### config.mk
export PLATFORM = sky130hd
export DESIGN_NAME = pss_top
export DESIGN_NICKNAME = d
export VERILOG_FILES = /design/src/verilog/pss_pkg.sv /design/src/verilog/pss_preset_ram.sv /design/src/verilog/pss_top.sv
export VERILOG_INCLUDE_DIRS = /design/src /design/src/verilog
export SDC_FILE = /design/constraint.sdc
export NUM_CORES = 1
export LEC_CHECK = 0
export BUFFER_PORTS_ARGS = -buffer_cell sky130_fd_sc_hd__buf_2
export CAP_MARGIN = 20
export CORE_UTILIZATION = 30
export CTS_CLUSTER_SIZE = 30
export DETAILED_ROUTE_END_ITERATION = 10
export GPL_TIMING_DRIVEN = 0
export HOLD_SLACK_MARGIN = 0.06
export SLEW_MARGIN = 20
export SYNTH_ARGS = -nofsm -noshare
export SYNTH_HDL_FRONTEND = slang
export SYNTH_SLANG_ARGS = --single-unit
### constraint.sdc
create_clock -name sys_clk -period 3.58 [get_ports sys_clk]
set_input_delay 0.179 -clock sys_clk [delete_from_list [all_inputs] [get_ports sys_clk]]
set_output_delay 0.179 -clock sys_clk [all_outputs]
set_load 0.01 [all_outputs]
### src/verilog/pss_map.svh
`ifndef PSS_MAP_SVH
`define PSS_MAP_SVH

// register byte offsets
`define PSS_OFF_CTRL 7'h00
`define PSS_OFF_SOURCE 7'h04
`define PSS_OFF_STATUS 7'h08
`define PSS_OFF_LOOPREF 7'h0C
`define PSS_PRESET_PAGE_BIT 6

// control register fields
`define PSS_CTRL_LEVEL_LSB 0
`define PSS_CTRL_PRIM_LSB 2
`define PSS_CTRL_LOOPEN_BIT 4
`define PSS_CTRL_RESET 5'h01

// source register fields, one 4-bit code per selector
`define PSS_SRC_FIELD_W 4
`define PSS_SOURCE_RESET 16'h0043

// status register fields
`define PSS_STAT_INDEX_LSB 0
`define PSS_STAT_ACTIVE_LSB 4
`define PSS_STAT_ORDER_BIT 8
`define PSS_STAT_VALID_BIT 9

// encodings
`define PSS_LEVEL_EXPERT 2'h3
`define PSS_PRIM_REMOTE 2'h3

// process-loop scaling
`define PSS_LOOP_MUL 20'h0000A
`define PSS_LOOP_DIV 20'h0000F

`define PSS_PRESET_RESET 16'h0000

`endif

### src/verilog/pss_pkg.sv
package pss_pkg;

  typedef enum logic [1:0] {
    PSS_BUS_IDLE = 2'b00,
    PSS_BUS_FETCH = 2'b01,
    PSS_BUS_ANSWER = 2'b10
  } pss_bus_state_t;

  typedef enum logic [3:0] {
    PSS_SRC_NONE = 4'h0,
    PSS_SRC_DISC1 = 4'h1,
    PSS_SRC_DISC2 = 4'h2,
    PSS_SRC_DISC3 = 4'h3,
    PSS_SRC_DISC4 = 4'h4,
    PSS_SRC_DISC5 = 4'h5,
    PSS_SRC_DISC6 = 4'h6,
    PSS_SRC_NET11 = 4'h7,
    PSS_SRC_NET12 = 4'h8,
    PSS_SRC_NET13 = 4'h9,
    PSS_SRC_NET14 = 4'hA,
    PSS_SRC_NET15 = 4'hB
  } pss_src_t;

endpackage

### src/verilog/pss_preset_ram.sv
`timescale 1ns/1ps
`default_nettype none

module pss_preset_ram
  import pss_pkg::*;
(
  // clock and reset
  input wire logic sys_clk,
  input wire logic reset_n,
  // bus write port
  input wire logic wr_en,
  input wire logic [3:0] wr_addr,
  input wire logic [1:0] wr_be,
  input wire logic [15:0] wr_data,
  // speed read port, slot zero is the main reference
  input wire logic [3:0] sel_addr,
  input wire logic [15:0] base_data,
  output logic [15:0] sel_data,
  // bus read port
  input wire logic [3:0] bus_addr,
  output logic [15:0] bus_data
);

  `include "pss_map.svh"

  logic [15:0] mem_q [1:15];
  logic [15:0] sel_data_q;
  logic [15:0] bus_data_q;

  wire logic [15:0] sel_word = (sel_addr == 4'h0) ? base_data : mem_q[sel_addr];
  wire logic [15:0] bus_word = (bus_addr == 4'h0) ? 16'h0000 : mem_q[bus_addr];

  always_ff @(posedge sys_clk or negedge reset_n) begin
    if (!reset_n) begin
      for (int i = 1; i <= 15; i++) begin
        mem_q[i] <= `PSS_PRESET_RESET;
      end
    end else if (wr_en && (wr_addr != 4'h0)) begin
      if (wr_be[0]) begin
        mem_q[wr_addr][7:0] <= wr_data[7:0];
      end
      if (wr_be[1]) begin
        mem_q[wr_addr][15:8] <= wr_data[15:8];
      end
    end
  end

  always_ff @(posedge sys_clk or negedge reset_n) begin
    if (!reset_n) begin
      sel_data_q <= 16'h0000;
      bus_data_q <= 16'h0000;
    end else begin
      sel_data_q <= sel_word;
      bus_data_q <= bus_word;
    end
  end

  assign sel_data = sel_data_q;
  assign bus_data = bus_data_q;

endmodule

`default_nettype wire

### src/verilog/pss_top.sv
// Functional notes
// - index is sixteen,eight,four,two selector bits; zero picks main reference, n picks n+1
// - a selector acts only when assigned; its active source sets its index bit
// - selector source may be none or any of the six discrete inputs
// - at expert access level, network control word bits 11 to 15 are also allowed
// - remote terminal primary and loop reference off: loop percent is ten times AI over fifteen
// - an unassigned selector is inactive and adds no bit to the index
// - two, four, eight or sixteen speeds use one to four assigned selectors
//
// Chosen here: the address map and the Avalon-MM slave port.
`timescale 1ns/1ps
`default_nettype none

module pss_top
  import pss_pkg::*;
(
  // clock and reset
  input wire logic sys_clk,
  input wire logic reset_n,
  // register bus
  input wire logic [6:0] avs_address,
  input wire logic avs_read,
  input wire logic avs_write,
  input wire logic [31:0] avs_writedata,
  input wire logic [3:0] avs_byteenable,
  output logic [31:0] avs_readdata,
  output logic avs_waitrequest,
  // selector sources
  input wire logic [5:0] discrete_in,
  input wire logic [15:0] netword,
  // references
  input wire logic [15:0] main_ref,
  input wire logic [15:0] ai_freq,
  // results
  output logic [15:0] speed_ref,
  output logic [3:0] sel_index,
  output logic [15:0] loop_ref_pct,
  output logic loop_ref_valid,
  output logic order_fault
);

  `include "pss_map.svh"

  // state
  pss_bus_state_t state_q;
  pss_bus_state_t state_d;
  logic wait_q;
  logic [31:0] rdata_q;
  logic [4:0] ctrl_q;
  logic [15:0] source_q;
  logic [5:0] disc_meta_q;
  logic [5:0] disc_sync_q;
  logic [3:0] index_q;
  logic [15:0] loop_ref_q;
  logic loop_valid_q;
  logic order_fault_q;
  logic [15:0] preset_bus_data;

  // control fields
  wire logic [1:0] config_access_level = ctrl_q[`PSS_CTRL_LEVEL_LSB +: 2];
  wire logic [1:0] primary_reference_source = ctrl_q[`PSS_CTRL_PRIM_LSB +: 2];
  wire logic internal_loop_reference = ctrl_q[`PSS_CTRL_LOOPEN_BIT];
  wire logic expert_level = (config_access_level == `PSS_LEVEL_EXPERT);

  // source selection

  // whether a code names a source that may be used at this level
  function automatic logic src_legal(input logic [3:0] code, input logic expert);
    logic ok;
    ok = 1'b0;
    if ((code >= PSS_SRC_DISC1) && (code <= PSS_SRC_DISC6)) begin
      ok = 1'b1;
    end else if ((code >= PSS_SRC_NET11) && (code <= PSS_SRC_NET15)) begin
      ok = expert;
    end
    return ok;
  endfunction

  // level of the source that a code names; none reads low
  function automatic logic src_level(
    input logic [3:0] code,
    input logic [5:0] disc,
    input logic [15:0] nw
  );
    logic lvl;
    lvl = 1'b0;
    case (code)
      PSS_SRC_DISC1: lvl = disc[0];
      PSS_SRC_DISC2: lvl = disc[1];
      PSS_SRC_DISC3: lvl = disc[2];
      PSS_SRC_DISC4: lvl = disc[3];
      PSS_SRC_DISC5: lvl = disc[4];
      PSS_SRC_DISC6: lvl = disc[5];
      PSS_SRC_NET11: lvl = nw[11];
      PSS_SRC_NET12: lvl = nw[12];
      PSS_SRC_NET13: lvl = nw[13];
      PSS_SRC_NET14: lvl = nw[14];
      PSS_SRC_NET15: lvl = nw[15];
      default: lvl = 1'b0;
    endcase
    return lvl;
  endfunction

  // bit 0 two-speed, 1 four-speed, 2 eight-speed, 3 sixteen-speed
  logic [3:0] sel_assigned;
  logic [3:0] sel_bit;

  for (genvar g = 0; g < 4; g++) begin : g_sel
    wire logic [3:0] code = source_q[g*`PSS_SRC_FIELD_W +: `PSS_SRC_FIELD_W];
    assign sel_assigned[g] = src_legal(code, expert_level);
    assign sel_bit[g] = sel_assigned[g] & src_level(code, disc_sync_q, netword);
  end

  wire logic sel_two_speed = sel_bit[0];
  wire logic sel_four_speed = sel_bit[1];
  wire logic sel_eight_speed = sel_bit[2];
  wire logic sel_sixteen_speed = sel_bit[3];

  // unassigned selectors read zero, so fewer selectors give 2, 4 or 8 speeds
  wire logic [3:0] index_d = {sel_sixteen_speed, sel_eight_speed,
                              sel_four_speed, sel_two_speed};

  // a selector assigned while the one below it is not breaks the order
  wire logic order_fault_d = (sel_assigned[1] & ~sel_assigned[0])
                           | (sel_assigned[2] & ~sel_assigned[1])
                           | (sel_assigned[3] & ~sel_assigned[2]);

  // process-loop reference scaling
  wire logic loop_active = (primary_reference_source == `PSS_PRIM_REMOTE)
                         & ~internal_loop_reference;
  wire logic [19:0] loop_prod = {4'h0, ai_freq} * `PSS_LOOP_MUL;
  wire logic [19:0] loop_quot = loop_prod / `PSS_LOOP_DIV;
  wire logic [15:0] loop_ref_d = loop_active ? loop_quot[15:0] : 16'h0000;

  // bus decode
  wire logic bus_req = avs_read | avs_write;
  wire logic commit = (state_q == PSS_BUS_ANSWER) & avs_write;
  wire logic [3:0] preset_addr = avs_address[5:2];
  wire logic hit_ctrl = (avs_address == `PSS_OFF_CTRL);
  wire logic hit_source = (avs_address == `PSS_OFF_SOURCE);
  wire logic hit_status = (avs_address == `PSS_OFF_STATUS);
  wire logic hit_loopref = (avs_address == `PSS_OFF_LOOPREF);
  wire logic hit_preset = avs_address[`PSS_PRESET_PAGE_BIT]
                        & (avs_address[1:0] == 2'h0)
                        & (preset_addr != 4'h0);
  wire logic wr_ctrl = commit & hit_ctrl & avs_byteenable[0];
  wire logic wr_preset = commit & hit_preset;

  wire logic [15:0] be_mask16 = {{8{avs_byteenable[1]}}, {8{avs_byteenable[0]}}};
  wire logic wr_source = commit & hit_source & (|avs_byteenable[1:0]);

  wire logic [4:0] ctrl_d = wr_ctrl ? avs_writedata[4:0] : ctrl_q;
  wire logic [15:0] source_d = wr_source
                             ? ((source_q & ~be_mask16) | (avs_writedata[15:0] & be_mask16))
                             : source_q;

  wire logic [31:0] status_word = {
    22'h000000,
    loop_valid_q,
    order_fault_q,
    sel_assigned,
    index_q
  };

  wire logic [31:0] rd_mux =
      hit_ctrl ? {27'h0000000, ctrl_q} :
      hit_source ? {16'h0000, source_q} :
      hit_status ? status_word :
      hit_loopref ? {16'h0000, loop_ref_q} :
      hit_preset ? {16'h0000, preset_bus_data} :
      32'h00000000;

  wire logic [31:0] rdata_d = ((state_q == PSS_BUS_FETCH) && avs_read) ? rd_mux : rdata_q;

  // bus state machine: idle, one cycle for the memory fetch, answer
  always_comb begin
    state_d = state_q;
    unique case (state_q)
      PSS_BUS_IDLE: begin
        if (bus_req) begin
          state_d = PSS_BUS_FETCH;
        end
      end
      PSS_BUS_FETCH: begin
        state_d = PSS_BUS_ANSWER;
      end
      PSS_BUS_ANSWER: begin
        state_d = PSS_BUS_IDLE;
      end
      default: begin
        state_d = PSS_BUS_IDLE;
      end
    endcase
  end

  wire logic wait_d = (state_d != PSS_BUS_ANSWER);

  always_ff @(posedge sys_clk or negedge reset_n) begin
    if (!reset_n) begin
      state_q <= PSS_BUS_IDLE;
    end else begin
      state_q <= state_d;
    end
  end

  always_ff @(posedge sys_clk or negedge reset_n) begin
    if (!reset_n) begin
      wait_q <= 1'b1;
    end else begin
      wait_q <= wait_d;
    end
  end

  always_ff @(posedge sys_clk or negedge reset_n) begin
    if (!reset_n) begin
      rdata_q <= 32'h00000000;
    end else begin
      rdata_q <= rdata_d;
    end
  end

  // configuration registers
  always_ff @(posedge sys_clk or negedge reset_n) begin
    if (!reset_n) begin
      ctrl_q <= `PSS_CTRL_RESET;
    end else begin
      ctrl_q <= ctrl_d;
    end
  end

  always_ff @(posedge sys_clk or negedge reset_n) begin
    if (!reset_n) begin
      source_q <= `PSS_SOURCE_RESET;
    end else begin
      source_q <= source_d;
    end
  end

  // discrete input synchroniser and sampled results
  always_ff @(posedge sys_clk or negedge reset_n) begin
    if (!reset_n) begin
      disc_meta_q <= 6'h00;
      disc_sync_q <= 6'h00;
    end else begin
      disc_meta_q <= discrete_in;
      disc_sync_q <= disc_meta_q;
    end
  end

  always_ff @(posedge sys_clk or negedge reset_n) begin
    if (!reset_n) begin
      index_q <= 4'h0;
    end else begin
      index_q <= index_d;
    end
  end

  always_ff @(posedge sys_clk or negedge reset_n) begin
    if (!reset_n) begin
      order_fault_q <= 1'b0;
    end else begin
      order_fault_q <= order_fault_d;
    end
  end

  always_ff @(posedge sys_clk or negedge reset_n) begin
    if (!reset_n) begin
      loop_ref_q <= 16'h0000;
    end else begin
      loop_ref_q <= loop_ref_d;
    end
  end

  always_ff @(posedge sys_clk or negedge reset_n) begin
    if (!reset_n) begin
      loop_valid_q <= 1'b0;
    end else begin
      loop_valid_q <= loop_active;
    end
  end

  // preset table; slot zero of the speed port is the main reference
  pss_preset_ram u_preset_ram (
    .sys_clk(sys_clk),
    .reset_n(reset_n),
    .wr_en(wr_preset),
    .wr_addr(preset_addr),
    .wr_be(avs_byteenable[1:0]),
    .wr_data(avs_writedata[15:0]),
    .sel_addr(index_d),
    .base_data(main_ref),
    .sel_data(speed_ref),
    .bus_addr(preset_addr),
    .bus_data(preset_bus_data)
  );

  // outputs
  assign avs_readdata = rdata_q;
  assign avs_waitrequest = wait_q;
  assign sel_index = index_q;
  assign loop_ref_pct = loop_ref_q;
  assign loop_ref_valid = loop_valid_q;
  assign order_fault = order_fault_q;

endmodule

`default_nettype wire

==> flow_summary.ini, run 1 <==
[floorplan]
rows = 95
die_h_um = 264
start_util_pct = 30.4
coreArea_sq_um = 67500
die_x_um = 264
ios = 172
die_area_sq_um = 69600

[timing]
setup_ws_ns = -4.08
finalSetupTns_ns = -27.14
setup_viol = 11
grt_setup_unrepaired = yes
finalCritPeriodShare_pct = 214
fin_worst_skew_ns = 0.0193
slew_viol_final = 0
fmax_ghz = 0.130
slew_headroom_pct = 4.83
worst_pin_slew_ns = 1.42
layout_min_cycle_time_ns = 7.66
final_hold_viol_count = 0

[grt]
grt_pass1_vias = 17500
antenna_found_initial = 12
grt_start_max_net_pins = 86
grt_usage_pct = 21.4
grt-ovfl-total = 0
grt_pass1_wl_um = 112000

[route]
initialDrtViolationCount = 1656
vias = 17700
avgViaCountPerCell = 5.80
wl_per_cell_um = 25.1
ant_nets = 0
drt_first_pass_iters = 6
post-route-drc-count = 0
routed_wl_um = 76200

[finish]
drive_gt1_share_pct = 41.7
syn_to_final_growth_pct = 28.3
nets = 2272
final_util_pct = 39.0
layout_common_cells = dfrtp_1, mux2_2, nand2_1, buf_2, mux4_2
final_area_sq_um = 26400
final_common_cell = dfrtp_1

[cts]
clk_pin_slew_ns = 0.06
cts_buffer_depth = 3
cts_made_buffers = 39
clock_sinks = 346
clock_latency_ns = 0.55
cts_tree = yes
htree_num_levels = 2
clockRootBuffer = clkbuf_16

[place]
dp_hpwl_um = 53800
dpl_cell_area_sq_um = 22900
gp_congestion = 0.911
port_buffers = 123
place_ws_ns = -5.19

[yosys]
synth-seq-cells = 346
synth_top_flop_cell = dfrtp_1
synth_edf_count = 0
yosysUniqueCellTypes = 110
yosys-top-cells-area = dfrtp_1, mux2_2, mux4_2
synth_area_leader_cell = dfrtp_1
yosys_warnings = 0
synth_top_area_share_pct = 41.5
syn_inst = 1827
ys_seq_area_share_pct = 42.2
avgSynthCellArea_sq_um = 11.2
netlist_area_sq_um = 20500
ys_async_sr_fraction_pct = 100

[critical_path]
cp-end-kind = flop
cp.depth = 36
startpoint_type = primary input
max_stage_delay_ns = 0.53
reg2reg_depth = 11
worstPathMaxFanout = 6
critPathKind = in2reg
crit_family = compound AO/OA/AOI/OAI gates
slowest_stage = a2111o_1
worst-path-buf-inv = 7
crit_required_ns = 3.98
crit_arrival_ns = 8.06
cpMostUsedCell = buf_12

[worst_hold_path]
hp-class = in2reg
hold_depth = 2

[status]
outcome = finished with violations
violations = negative setup slack

[run]
cap_violations = 0

[power_and_ir_drop]
ir_drop_mv = 0.497
powerDensity_nw_per_um2 = 673
power_leakage_nw = 11.6
-- final timing paths --
path / startpoint / endpoint / slack (ns)
worst max-delay path: ai_freq[1] / loop_ref_pct[0] / -4.08
worst min-delay path: main_ref[4] / u_preset_ram.sel_data[4] / 0.14
worst max register to register: flop / u_preset_ram.sel_data[4] / 0.04
worst min register to register: disc_meta_q[1] / disc_sync_q[1] / 0.35
max in group asynchronous: reset_n / asynchronous set/reset pin / 2.16
min in group asynchronous: reset_n / u_preset_ram.mem_q[171] / 0.20
-- power breakdown --
group | switching (W) | total [W] | internal (W)
clock | 0.00165 | 0.00399 | 0.00233
combinational | 0.00512 | 0.00963 | 0.00451
sequential | 0.0000998 | 0.00413 | 0.00403
total | 0.00687 | 0.0178 | 0.0109
-- flip-flops by register name, summed over array words and instances (netlist names), named ones only --
register	count
avs_readdata	16
avs_waitrequest	1
ctrl_q	5
disc_meta_q	6
disc_sync_q	6
loop_ref_pct	16
loop_ref_valid	1
order_fault	1
sel_index	4
state_q	2
u_preset_ram.bus_data	16
u_preset_ram.mem_q	240
u_preset_ram.sel_data	16
-- cells by family after synthesis --
group                      Yosys count  synth area share (%)
AOI/OAI and AO/OA                  385                  14.2
xor gates and xnor gates            21                 0.986
adders and majority gates           29                  1.80
buffers and inverters              149                  3.12
DFF                                346                  42.2
muxes                              392                  26.2
other                                1                0.0182
and+or+nand+nor                    504                  11.6
-- Yosys cell counts (10+ instances only) --
cell / count
a22o_1: 28
a221oi_1: 10
nor3_1: 24
mux4_2: 88
buf_4: 17
a211oi_1: 10
a31oi_1: 29
a21o_1: 13
buf_1: 10
ha_1: 28
a21oi_1: 66
dfrtp_1: 341
nand2_1: 211
o221ai_1: 12
nand4_1: 13
o21ai_1: 12
a311oi_1: 12
o21ai_0: 55
xnor2_1: 13
o22ai_1: 14
mux2_2: 277
nor2_1: 89
nand3_1: 59
and3_1: 31
mux2i_1: 25
and2_1: 10
inv_1: 22
clkbuf_1: 89
-- cell type report --
cell class	instances	area, sq um
fill	6375	41200
multi-input combinational	1348	12600
sequential	346	8670
timing repair buffer	265	2050
clock buffer	54	1120
tap	873	1090
buffer	118	614
clock inverter	12	119
inverter	24	93.8
antenna	3	7.51
-- metal layers --
| layer | routed length, um | share of wire [%] | GRT usage (%) |
|---|---|---|---|
| met1 | 30700 | 40 | 27.9 |
| met2 | 32900 | 43 | 31.7 |
| met3 | 8040 | 11 | 6.62 |
| met4 | 4510 | 5.9 | 11.5 |
| met5 | 80 | 0.10 | 0 |
-- what timing repair did --
item                                    in CTS  in global routing
setup buffers                               50                 42
endpoints found under the setup margin      31                 28
hold endpoints to repair                   197                  0
pin swaps                                   46                 50
hold buffers                                40                  0
resized for setup                          142                108
gates cloned                                 0                  1
-- through the flow --
| step | instances | total power, W | hold WS [ns] |
|---|---|---|---|
| after global placement | 2838 | 0.0104 | 0.292 |
| after CTS | 3001 | 0.0160 | 0.0932 |
| after detailed placement | 2848 | 0.0105 | 0.196 |
| after floorplan | 1842 | 0.00918 | -0.117 |
| after global routing | 3043 | 0.0185 | 0.164 |
| final | 3043 | 0.0178 | 0.136 |
Note: power is estimated with default switching activity, not from simulation.
==> inputs of run 2 (changes only) <==
--- a/config.mk
+++ b/config.mk
@@ -13,6 +13,7 @@
 export DETAILED_ROUTE_END_ITERATION = 10
 export GPL_TIMING_DRIVEN = 0
 export HOLD_SLACK_MARGIN = 0.06
+export RECOVER_POWER = 25
 export SLEW_MARGIN = 20
 export SYNTH_ARGS = -nofsm -noshare
 export SYNTH_HDL_FRONTEND = slang
==> flow_summary.ini, run 2 (synthesized netlist as in run 1, its figures left out) <==
[route]
drt_first_pass_iters = 6
routed_wl_um = 76300
dr.max_layer_used = met5
vias = 17800
wl_per_cell_um = 25.1
ant_nets = 0
initialDrtViolationCount = 1762
dr_wl_met3_um = 7890
avgViaCountPerCell = 5.84
post-route-drc-count = 0
routed-wl-met2_um = 33200
drt-met1-wl_um = 30600

[place]
port_buffers = 123
dp_hpwl_um = 53800
place_ws_ns = -5.19
dpl_cell_area_sq_um = 22900
dp.cells = 2848
gp_congestion = 0.911

[floorplan]
rows = 95
die_area_sq_um = 69600
coreArea_sq_um = 67500
start_util_pct = 30.4
die_x_um = 264
die_h_um = 264
ios = 172

[worst_hold_path]
hp-class = in2reg
hold_depth = 2
min-delay-start = main_ref[4]
holdPathEnd = u_preset_ram.sel_data[4]

[cts]
cts_made_buffers = 39
cts_tree = yes
clock_latency_ns = 0.55
cts_buffer_depth = 3
htree_num_levels = 2
clock_sinks = 346
clockRootBuffer = clkbuf_16
clk_pin_slew_ns = 0.06

[power_and_ir_drop]
clkPwrFrac_pct = 22.5
p_switching_w = 0.00686
ir_drop_mv = 0.497
power.combinational.fraction_pct = 54.2
power_frac_seq_pct = 23.3
intPower_w = 0.0109
powerDensity_nw_per_um2 = 674
switching_share_pct = 38.7
power_leakage_nw = 11.6

[grt]
grt_pass1_wl_um = 112000
grt_usage_pct = 21.4
grt-ovfl-total = 0
antenna_found_initial = 12
grt_start_max_net_pins = 86
grt_pass1_vias = 17500

[critical_path]
max_stage_delay_ns = 0.43
reg2reg_depth = 11
crit_start = ai_freq[1]
startpoint_type = primary input
r2r-end = u_preset_ram.sel_data[4]
r2r_slack_ns = 0.08
crit_family = compound AO/OA/AOI/OAI gates
critPathKind = in2reg
crit_arrival_ns = 8.05
slowest_stage = a311o_1
worst-path-buf-inv = 6
crit_required_ns = 3.98
worstPathMaxFanout = 6
cp-end-kind = flop

[finish]
num-fill-cells = 6382
instances_no_fill = 3043
layout_common_cells = dfrtp_1, mux2_2, nand2_1, buf_2, mux4_2
syn_to_final_growth_pct = 28.0
largest_reg_flops = 240
multi_input_area_sq_um = 12600
final_common_cell = dfrtp_1
register_area_sq_um = 8670
drive_gt1_share_pct = 41.4
final_area_sq_um = 26300
nets = 2272
largest_register = u_preset_ram.mem_q
final_util_pct = 39.0

[timing]
layout_min_cycle_time_ns = 7.65
hold-worst-slack_ns = 0.134
slew_headroom_pct = -27.9
fmax_ghz = 0.131
worst_pin_slew_ns = 1.92
slew_viol_final = 76
final_hold_viol_count = 0
fin_worst_skew_ns = 0.0218
setup_ws_ns = -4.07
setup_viol = 11
finalCritPeriodShare_pct = 214
grt_setup_unrepaired = yes

[status]
violations = max-capacitance violations, max-slew violations, negative setup slack
outcome = finished with violations

[run]
cap_violations = 1
==> run 2: cell count changes in the layout (fill, tap and decap cells not counted), sizes merged <==
cell    previous run  this run
buf              261       253
clkbuf           136       144
==> run 2: worst max-delay path by stage <==
stage                      end  slack (ns)  cells after the start
2_1_floorplan  loop_ref_pct[0]       -3.86                     33
3_3_place_gp   loop_ref_pct[0]       -5.05                     32
3_5_place_dp   loop_ref_pct[0]       -5.19                     32
4_1_cts        loop_ref_pct[0]       -3.94                     36
5_1_grt        loop_ref_pct[0]       -4.29                     36
6_report       loop_ref_pct[0]       -4.07                     35
==> run 2: layout make-up <==
type,count,area share [%]
clock buffers,54,4.28
clock inverters,12,0.452
diodes,3,0.0285
well taps,873,4.15
multi-input cells,1348,47.9
inverters,24,0.357
plain buffers,118,2.34
repair buffers,265,7.56
flip-flops and latches,346,33.0
==> run 2: worst register-to-register path, stage by stage (launching register included) <==
cell,delay (ns)
dfstp_2,0.66
mux4_2,0.54
a21oi_1,0.15
nor2_1,0.08
o21ai_4,0.18
buf_12,0.14
buf_4,0.12
clkbuf_4,0.29
buf_4,0.30
buf_6,0.27
nand3_4,0.27
o22a_1,0.36
==> run 2: metrics by stage <==
step                      power, W  TNS [ns]
after CTS                   0.0160    -26.20
final                       0.0177    -27.02
after floorplan            0.00918    -26.15
after global placement      0.0104  -1550.78
after global routing        0.0185    -36.33
after detailed placement    0.0105    -89.37
==> run 2: power groups by stage <==
stage          clock network, W  logic [W]  registers (W)
2_1_floorplan                 0    0.00501        0.00417
3_3_place_gp                  0    0.00625        0.00419
3_5_place_dp                  0    0.00635        0.00419
4_1_cts                 0.00403    0.00780        0.00412
5_1_grt                 0.00419     0.0102        0.00414
6_report                0.00398    0.00962        0.00413
==> run 2: metal layers <==
layer	vias up	GRT usage [%]
met5	-	0
met4	14	11.5
met3	237	6.62
met2	889	31.7
met1	9036	27.9
li1	7582	-
==> run 2: repair_timing <==
action | CTS | global route
setup buffers | 50 | 42
pin swaps | 46 | 50
cloned | 0 | 1
endpoints found under the hold margin | 197 | 0
endpoints found under the setup margin | 31 | 28
gates resized for setup | 142 | 108
hold buffers | 40 | 0
